==> src/design/wdol_pkg.sv <==
// Constants, field layout and types for the watchdog with option latch.
// Assumes one clock that also serves as the oscillator clock of the watchdog.
package wdol_pkg;

    // Register addresses on the 16-bit byte address port
    localparam logic [15:0] OPT_ADDR  = 16'h001F;
    localparam logic [15:0] SVC_ADDR  = 16'hFFFF;
    localparam logic [15:0] STAT_ADDR = 16'h0020;

    // Option latch field positions
    localparam int OPT_SLOW_B  = 7;
    localparam int OPT_DSTOP_B = 6;
    localparam int OPT_DRST_B  = 5;
    localparam int OPT_DPWR_B  = 4;
    localparam int OPT_RATE_B  = 3;
    localparam int OPT_SREC_B  = 2;
    localparam int OPT_STOP_B  = 1;
    localparam int OPT_WDIS_B  = 0;

    // Option latch reset value; stop-detector and rate bits must be 0
    localparam logic [7:0] OPT_RST = 8'h30;

    // Status register field positions
    localparam int STAT_WDC_B  = 0;
    localparam int STAT_LOCK_B = 1;
    localparam int STAT_STOP_B = 2;

    // Watchdog structure and timing counts in oscillator clocks
    localparam int PRE_W       = 12;
    localparam int CNT_W       = 6;
    localparam int SVC_LOW     = 4;
    localparam int TAP_FAST    = 6;
    localparam int TAP_SLOW    = 11;
    localparam int RST_PULSE   = 32;
    localparam int REC_SHORT   = 32;
    localparam int REC_LONG    = 4096;
    localparam int POR_DELAY   = 4096;
    localparam int TMR_W       = 13;

    // Option latch contents
    typedef struct packed {
        logic slow_crystal_sel;
        logic detector_in_stop;
        logic detector_reset_en;
        logic detector_power;
        logic watchdog_rate_sel;
        logic short_recovery;
        logic stop_enable;
        logic watchdog_disable;
    } wdol_opt_t;

    // Stop sequencing states
    typedef enum logic [2:0] {
        ST_RUN   = 3'b001,
        ST_STOP  = 3'b010,
        ST_RECOV = 3'b100
    } wdol_state_t;

endpackage : wdol_pkg

==> src/design/wdol_top.sv <==
// Watchdog timer behind a write-once option latch, with stop sequencing.
// Assumes the CPU side drives the register port and event pulses on core_clk;
// pins (reset pin, test levels, detector trip) arrive asynchronously.
//
// The address-and-strobe port is this design's own decision.
`timescale 1ns/100ps
`default_nettype none

module wdol_top (
    input  wire logic              core_clk,
    input  wire logic              resetn,
    input  wire logic [15:0]       reg_addr,
    input  wire logic [7:0]        reg_wdata,
    input  wire logic              reg_wr,
    input  wire logic              reg_rd,
    output logic [7:0]             reg_rdata,
    input  wire logic [7:0]        reset_vec_lo,
    input  wire logic              int_reset,
    input  wire logic              vec_fetch,
    input  wire logic              stop_exec,
    input  wire logic              stop_wake,
    input  wire logic              rst_pin_n,
    input  wire logic              mon_mode,
    input  wire logic              brk_state,
    input  wire logic              rst_pin_tst,
    input  wire logic              irq_pin_tst,
    input  wire logic              detector_trip,
    output wdol_pkg::wdol_opt_t    opt,
    output logic                   detector_run,
    output logic                   detector_rst_req,
    output logic                   stop_illegal,
    output logic                   stop_active,
    output logic                   rst_out_n,
    output logic                   watchdog_cause
);

    // Synchronised pins: first stage feeds only the second
    logic [3:0] pin_s1_q;
    logic [3:0] pin_s2_q;
    logic       rpin_low;
    logic       tst_rst;
    logic       tst_irq;
    logic       trip;

    // Option latch and lock
    wdol_pkg::wdol_opt_t opt_q;
    logic                lock_q;

    // Watchdog counting
    logic [wdol_pkg::PRE_W-1:0] pre_q;
    logic [wdol_pkg::CNT_W-1:0] cnt_q;
    logic                       tick;
    logic                       ovf;
    logic                       wd_off;
    logic [wdol_pkg::PRE_W-1:0] tap_mask;

    // Sequencing
    wdol_pkg::wdol_state_t      st_q;
    logic [wdol_pkg::TMR_W-1:0] rec_q;
    logic [wdol_pkg::TMR_W-1:0] por_q;
    logic                       por_clr;
    logic [5:0]                 pulse_q;
    logic                       wdc_q;
    logic                       ill_q;
    logic [7:0]                 rdata_q;

    // Decoded accesses
    logic opt_wr;
    logic svc_wr;
    logic stat_rd;
    logic stop_go;

    assign opt_wr  = reg_wr && (reg_addr == wdol_pkg::OPT_ADDR);
    assign svc_wr  = reg_wr && (reg_addr == wdol_pkg::SVC_ADDR);
    assign stat_rd = reg_rd && (reg_addr == wdol_pkg::STAT_ADDR);
    assign stop_go = stop_exec && opt_q.stop_enable && (st_q == wdol_pkg::ST_RUN);

    // Two-flop synchronisers for the asynchronous pins
    always_ff @(posedge core_clk or negedge resetn) begin
        if (!resetn) begin
            pin_s1_q <= 4'h1;
            pin_s2_q <= 4'h1;
        end else begin
            pin_s1_q <= {detector_trip, irq_pin_tst, rst_pin_tst, rst_pin_n};
            pin_s2_q <= pin_s1_q;
        end
    end

    assign rpin_low = !pin_s2_q[0];
    assign tst_rst  = pin_s2_q[1];
    assign tst_irq  = pin_s2_q[2];
    assign trip     = pin_s2_q[3];

    // Write-once latch; any reset reloads defaults and reopens it
    always_ff @(posedge core_clk or negedge resetn) begin
        if (!resetn) begin
            opt_q  <= wdol_pkg::OPT_RST;
            lock_q <= 1'b0;
        end else if (int_reset) begin
            opt_q  <= wdol_pkg::OPT_RST;
            lock_q <= 1'b0;
        end else if (opt_wr && !lock_q) begin
            opt_q  <= reg_wdata;
            lock_q <= 1'b1;
        end
    end

    // Option outputs toward clock generator and detector
    assign opt              = opt_q;
    assign detector_run     = opt_q.detector_power &&
                              (st_q != wdol_pkg::ST_STOP || opt_q.detector_in_stop);
    assign detector_rst_req = trip && opt_q.detector_power && opt_q.detector_reset_en;

    // Watchdog is off when disabled, or a test level is present in monitor mode, or the reset-pin test level in break
    assign wd_off = opt_q.watchdog_disable ||
                    (mon_mode && (tst_rst || tst_irq)) ||
                    (brk_state && tst_rst);

    // Counter tick tap: prescaler bits up to and including the tap all ones
    assign tap_mask = opt_q.watchdog_rate_sel ?
                      12'h07F : 12'hFFF;
    assign tick = ((pre_q & tap_mask) == tap_mask);

    // Overflow at 2^N - 16: counter full, tap bits from bit 4 up full, low four zero
    assign ovf = !wd_off && (st_q != wdol_pkg::ST_STOP) &&
                 (cnt_q == 6'h3F) &&
                 ((pre_q & tap_mask & 12'hFF0) == (tap_mask & 12'hFF0)) &&
                 (pre_q[3:0] == 4'h0);

    // Power-on delay counter clearing the prescaler once
    always_ff @(posedge core_clk or negedge resetn) begin
        if (!resetn) begin
            por_q <= '0;
        end else if (por_q != 13'(wdol_pkg::POR_DELAY)) begin
            por_q <= por_q + 13'h0001;
        end
    end

    assign por_clr = (por_q == 13'(wdol_pkg::POR_DELAY - 1));

    // Prescaler: free running on the oscillator clock, held while in stop
    always_ff @(posedge core_clk or negedge resetn) begin
        if (!resetn) begin
            pre_q <= '0;
        end else if (int_reset || wd_off || ovf) begin
            pre_q <= '0;
        end else if (stop_go || por_clr || vec_fetch) begin
            pre_q <= '0;
        end else if (st_q == wdol_pkg::ST_STOP) begin
            pre_q <= pre_q;
        end else if (svc_wr) begin
            pre_q <= {8'h00, pre_q[3:0] + 4'h1};
        end else begin
            pre_q <= pre_q + 12'h001;
        end
    end

    // Six-bit counter advanced by the prescaler tap
    always_ff @(posedge core_clk or negedge resetn) begin
        if (!resetn) begin
            cnt_q <= '0;
        end else if (int_reset || wd_off || ovf || svc_wr) begin
            cnt_q <= '0;
        end else if (st_q != wdol_pkg::ST_STOP && tick) begin
            cnt_q <= cnt_q + 6'h01;
        end
    end

    // Reset pin pulse: with the cause flag the only output of the watchdog, no interrupt exists
    always_ff @(posedge core_clk or negedge resetn) begin
        if (!resetn) begin
            pulse_q <= '0;
        end else if (ovf) begin
            pulse_q <= 6'(wdol_pkg::RST_PULSE);
        end else if (pulse_q != 6'h00) begin
            pulse_q <= pulse_q - 6'h01;
        end
    end

    assign rst_out_n = (pulse_q == 6'h00);

    // Cause flag: overflow set wins over a status read clear
    always_ff @(posedge core_clk or negedge resetn) begin
        if (!resetn) begin
            wdc_q <= 1'b0;
        end else if (ovf) begin
            wdc_q <= 1'b1;
        end else if (stat_rd) begin
            wdc_q <= 1'b0;
        end
    end

    assign watchdog_cause = wdc_q;

    // Stop sequencing and recovery delay
    always_ff @(posedge core_clk or negedge resetn) begin
        if (!resetn) begin
            st_q  <= wdol_pkg::ST_RUN;
            rec_q <= '0;
        end else begin
            case (st_q)
                wdol_pkg::ST_RUN: begin
                    if (stop_go) begin
                        st_q <= wdol_pkg::ST_STOP;
                    end
                end
                wdol_pkg::ST_STOP: begin
                    if (rpin_low) begin
                        st_q  <= wdol_pkg::ST_RECOV;
                        rec_q <= 13'(wdol_pkg::REC_LONG - 1);
                    end else if (stop_wake) begin
                        st_q  <= wdol_pkg::ST_RECOV;
                        rec_q <= opt_q.short_recovery ?
                                 13'(wdol_pkg::REC_SHORT - 1) :
                                 13'(wdol_pkg::REC_LONG - 1);
                    end
                end
                wdol_pkg::ST_RECOV: begin
                    if (rec_q == 13'h0000) begin
                        st_q <= wdol_pkg::ST_RUN;
                    end else begin
                        rec_q <= rec_q - 13'h0001;
                    end
                end
                default: begin
                    st_q <= wdol_pkg::ST_RUN;
                end
            endcase
        end
    end

    assign stop_active = (st_q != wdol_pkg::ST_RUN);

    // Stop request with the instruction disabled flags an illegal opcode
    always_ff @(posedge core_clk or negedge resetn) begin
        if (!resetn) begin
            ill_q <= 1'b0;
        end else begin
            ill_q <= stop_exec && !opt_q.stop_enable;
        end
    end

    assign stop_illegal = ill_q;

    // Read data one cycle after the strobe; unmapped reads give zero
    always_ff @(posedge core_clk or negedge resetn) begin
        if (!resetn) begin
            rdata_q <= '0;
        end else if (reg_rd) begin
            case (reg_addr)
                wdol_pkg::OPT_ADDR:  rdata_q <= opt_q;
                wdol_pkg::SVC_ADDR:  rdata_q <= reset_vec_lo;
                wdol_pkg::STAT_ADDR: rdata_q <= {5'h00, stop_active, lock_q, wdc_q};
                default:             rdata_q <= 8'h00;
            endcase
        end else begin
            rdata_q <= 8'h00;
        end
    end

    assign reg_rdata = rdata_q;

endmodule : wdol_top

`default_nettype wire

==> config.mk <==
export PLATFORM = sky130hd
export DESIGN_NAME = wdol_top
export DESIGN_NICKNAME = d
export VERILOG_FILES = /design/src/design/wdol_pkg.sv /design/src/design/wdol_top.sv
export SDC_FILE = /design/constraint.sdc
export NUM_CORES = 1
export LEC_CHECK = 0
export CAP_MARGIN = 5
export CORE_MARGIN = 2
export CORE_UTILIZATION = 60
export DETAILED_ROUTE_END_ITERATION = 12
export DONT_BUFFER_PORTS = 1
export GPL_ROUTABILITY_DRIVEN = 0
export PLACE_DENSITY = 0.76
export RECOVER_POWER = 50
export SKIP_LAST_GASP = 1
export SYNTH_ARGS = -nofsm -noshare
export SYNTH_HDL_FRONTEND = slang
export SYNTH_SLANG_ARGS = --single-unit
==> constraint.sdc <==
create_clock -name core_clk -period 3 [get_ports core_clk]
set_clock_uncertainty 0.05 [all_clocks]
set_input_delay 0.15 -clock core_clk [delete_from_list [all_inputs] [get_ports core_clk]]
set_output_delay 0.15 -clock core_clk [all_outputs]
set_load 0.05 [all_outputs]
# --- Yosys cells after proc, flatten, opt, wreduce, memory -nomap -nowiden ---
# Cells that the tools add are included.
classes:
  add_sub_neg: 6
  multipliers: 0
  div: 0
  magnitude_cmp: 0
  n_eq_ne: 18
  n_shift: 0
  mux: 27
  bitwise_logic: 1
  n_reduce_logical: 40
ops:
  columns: ["cell", "n"]
  rows:
  - ["$mux 12", 6]
  - ["$mux 13", 3]
  - ["$pmux 13 s2", 1]
  - ["$mux 6", 4]
  - ["$mux 8", 3]
  - ["$pmux 8 s3", 1]
  - ["$logic_and 1x1->1", 17]
  - ["$eq 16x16->1 const B", 1]
  - ["$eq 16x5->1 const B", 1]
  - ["$eq 16x6->1 const B", 1]
  - ["$add 13x1->13 const B", 1]
  - ["$eq 13x12->1 const B", 1]
  - ["$logic_not 13->1", 1]
  - ["$ne 13x13->1 const B", 1]
  - ["$sub 13x1->13 const B", 1]
  - ["$add 12x1->12 const B", 1]
  - ["$and 12x12->12", 1]
  - ["$eq 12x12->1", 1]
  - ["$mux 3", 4]
  - ["$reduce_bool 2->1", 5]
  - ["$logic_or 1x1->1", 9]
  - ["$pmux 3 s3", 1]
  - ["$eq 8x8->1", 1]
  - ["$add 6x1->6 const B", 1]
  - ["other kinds (16)", 25]
totals:
  ff_bits: 80
  latchBits: 0
  mem_bits_rw: 0
  romBits: 0
  inputBits: 46
  n_memories: 0

# --- Longest topological paths before layout ---
depth:
  word_depth: 12
  mapped_depth: 8
  depth_no_buf: 7

# --- Worst setup path after synthesis ---
# No wires, ideal clock.
synth_timing:
  path_type: "reg-to-reg"
  from: "reg rec_q[0] in the netlist's numbering"
  to: "reg rec_q[2] in the netlist's numbering"
  setup_ns: 0.131
  t_arrival_ns: 1.937
  t_required_ns: 2.819
  slack_ns: 0.883
  path_stages_with_launch: 8
  synth_period_minus_slack_ns: 2.117
  path_cell_list: "dfrtp_1 inv_1 ha_1 or4b_1 o41a_1 buf_6 a211oi_1 a31oi_1"
synth_between:
  elab_chain_len: 3
synth_rtl:
  columns: ["item", "line", "source"]
  rows:
  - ["start: declaration", "wdol_top.sv:59", "logic [wdol_pkg::TMR_W-1:0] rec_q;"]
  - ["start signal: assignment", "wdol_top.sv:210", "rec_q <= 13'(wdol_pkg::REC_LONG - 1);"]
  - ["start signal: assignment", "wdol_top.sv:213", "rec_q <= opt_q.short_recovery ?"]
  - ["start signal: assignment", "wdol_top.sv:222", "rec_q <= rec_q - 13'h0001;"]
  - ["$sub 13x1->13 / $logic_not 13->1 (equally long branches)", "wdol_top.sv:222, wdol_top.sv:219", null]
  - ["$mux 13 / $ne 2x2->1 (equally long branches)", null, null]
  - ["$pmux 13 s2 / $reduce_and 3->1 (equally long branches)", null, null]
# Several ways; a longest one is shown, not always the timed one. The select of a mux whose other input is x is not followed.
# A chain may end at the register's enable or synchronous reset.

# --- Worst setup path in the final report ---
layout_timing:
  from: "reg rec_q[0] in the netlist's numbering"
  to: "reg rec_q[6] in the netlist's numbering"
# The elaborated chain is that of the path after synthesis.

==> impl_metrics.csv <==
group,metric,value,unit
grt,antenna_found_initial,0,
routing,routed_wl,8580,µm
die,initial_core_util,0.622,
layout,regArea,2010,µm²
die,die-width,85.1,µm
place,dp_hpwl,5890,µm
place,portBuffers,0,
timing,worst_pin_slew,1910,ps
layout,drive_gt1_frac,0.0870,
logic_synthesis,yosys.area.top_type,"dfrtp_1",
critical_path,arrival,2620,ps
layout,area_delta_synth_final,14.2,%
grt,grt_max_degree,81,
clock_network,cts_max_level,3,
timing,finalSetupViolCount,0,
clock_network,cts_buffers,9,
hold_path,min_path_type,"input pin to register",
critical_path,slowest_stage,"o41a_1",
routing,dr.first_iter.drc_count,135,
routing,drt-vias-per-instance,6.13,
grt,grtUsageTotal,0.249,
timing,rsz0062_at_grt,"false",
layout,final_net_count,487,
logic_synthesis,synth_seq_area_share,0.509,
layout,diodes,0,
logic_synthesis,synth_cell_types,53,
power,ir_worst_vdd,0.000310,V
power,power.density,438,nW/µm²
timing,fin_tns_setup,0,ps
clock_network,cts_tree,"built",
logic_synthesis,synth_cells,399,
timing,fmax,0.415,GHz
die,rows,29,
logic_synthesis,synth_top_flop_cell,"dfrtp_1",
routing,ant_nets,0,
logic_synthesis,yosys-top-cells-area,"dfrtp_1 (48%), nor2_1 (4.8%), xnor2_1 (4.0%)",
critical_path,cp-start-kind,"register",
status,violations,"max-capacitance violations, max-slew violations",
layout,final.fill_count,476,
routing,via_count,3150,
die,die_h,85.1,µm
routing,first_pass_iters,5,
logic_synthesis,syn_nets,454,
logic_synthesis,synth_top_area_share,0.475,
critical_path,crit_fanout,15,
grt,grt_pass1_vias,3014,
logic_synthesis,yosysWarnings,0,
die,io_pins,68,
logic_synthesis,synth.most_common_cell,"dfrtp_1",
logic_synthesis,syn_area_per_cell,9.89,µm²
critical_path,path_class,"register to register",
power,p_leak,0.00183,µW
power,total_power,1970,µW
run,drv_cap,1,
die,dieArea,7240,µm²
timing,drv_slew,81,
timing,hold_violations,0,
place,dp_cells,470,
routing,drc,0,
logic_synthesis,syn_area,3950,µm²
timing,fin_crit,2410,ps
logic_synthesis,yosys-top-cells-count,"dfrtp_1 (75), nor2_1 (51), nand2_1 (35)",
clock_network,clkTransAtPathRegs,80,ps
critical_path,cp_cell_sequence,"inv_1 > ha_1 > or4b_1 > o41a_1 > o31ai_1 > a21oi_1 > a311oi_1",
timing,timing.hold.ws,25.5,ps
grt,grt_pass1_wl,14200,µm
timing,relSlewSlack,-0.275,
status,status,"finished with violations",
layout,fin_cells,514,
grt,grt_overflow,0,
logic_synthesis,postSynth.asyncResetShare,1.00,
die,core_area,6350,µm²
critical_path,worstSetupEndpointType,"register",
timing,finalCritPeriodShare,0.804,
layout,multiInputGateArea,1830,µm²
clock_network,clk_latency,350,ps
logic_synthesis,synth-edff-count,0,
clock_network,clock-sinks,80,
critical_path,slowest_delay,570,ps
logic_synthesis,ys_seq_elements,80,
layout,final_util,0.710,
clock_network,cts-root-buf,"clkbuf_8",
routing,routedWlPerCell,16.7,µm
clock_network,cts_buffer_depth,2,
clock_network,cts_setup_buffers,0,
critical_path,cp.required,3210,ps
==> per-stage QoR <==
step | setup slack, ps | area (µm²)
6_report | 588 | 4510
5_1_grt | 473 | 4510
4_1_cts | 590 | 4530
3_5_place_dp | 566 | 4030
3_3_place_gp | 707 | 4030
2_1_floorplan | 883 | 3950
==> power breakdown <==
part / switching, µW / internal [µW]
Combinational: 42.0 / 31.4
Sequential: 5.76 / 1090
Clock: 399 / 410
==> metal layers <==
layer,share of wire,GRT usage,wire [µm]
met1,0.42,0.311,3630
met3,0.062,0.0593,528
met4,0.032,0.117,271
met5,0,0,0
met2,0.48,0.411,4150
==> cell usage in the layout, fill, tap and decap left out, types with 10 or more instances in the layout <==
cell           Yosys  final
o21ai_0           12     12
a21oi_1           14     14
nor2_1            51     51
nand3_1           18     18
xnor2_1           18     18
dfrtp_1           75     75
nand2_1           35     35
nor4_1            11     11
clkbuf_8           0     10
dlygate4sd3_1      0     27
inv_1             18     18
nor3_1            13     13
nand4_1           10     10
==> flip-flops by register name, indices dropped and copies added, names as in the netlist <==
signal	count
cnt_q	6
lock_q	1
opt	8
pin_s1_q	4
pin_s2_q	4
por_q	13
pre_q	12
pulse_q	6
rec_q	13
reg_rdata	8
st_q	3
stop_illegal	1
watchdog_cause	1
==> cell families after synthesis <==
family / count (synthesis) / synth area share
buffers and inverters: 27 / 0.0285
AND/OR/NAND/NOR: 180 / 0.231
adder cells (fa/ha/maj): 9 / 0.0285
multiplexers: 9 / 0.0231
AO/OA/AOI/OAI: 69 / 0.124
XOR/XNOR: 25 / 0.0555
flip-flops: 80 / 0.509
==> worst max-delay path: cells and delay by family (launching register included) <==
family | cells | cell delay [ps]
adder cells (fa/ha/maj) | 1 | 160
AND/OR/NAND/NOR | 1 | 500
buffers and inverters | 1 | 100
AO/OA/AOI/OAI | 4 | 1100
flip-flops | 1 | 420
==> final timing paths <==
kind	start	end	slack, ps	depth (start not counted)
setup / recovery	rec_q[0]	rec_q[6]	590	7
hold / removal	reg_wr	pre_q[8]	30	2
setup reg to reg	rec_q[0]	rec_q[6]	590	7
hold reg to reg	pin_s1_q[1]	pin_s2_q[1]	300	0
max in group asynchronous	resetn	pulse_q[5]	940	2
min in group asynchronous	resetn	opt[6]	840	2
==> timing repair <==
action                    CTS  global route
resized for setup           0             0
hold buffers               28             0
hold endpoints to repair  105             0
==> layout make-up <==
cell class                      instances  share of cell area
Clock buffer                           10              0.0305
Clock inverter                          6              0.0150
Inverter                               18              0.0150
Multi-Input combinational cell        292               0.407
Sequential cell                        80               0.445
Tap cell                               77              0.0214
Timing Repair Buffer                   31              0.0661
No activity file was read; power rests on OpenSTA's default activity.
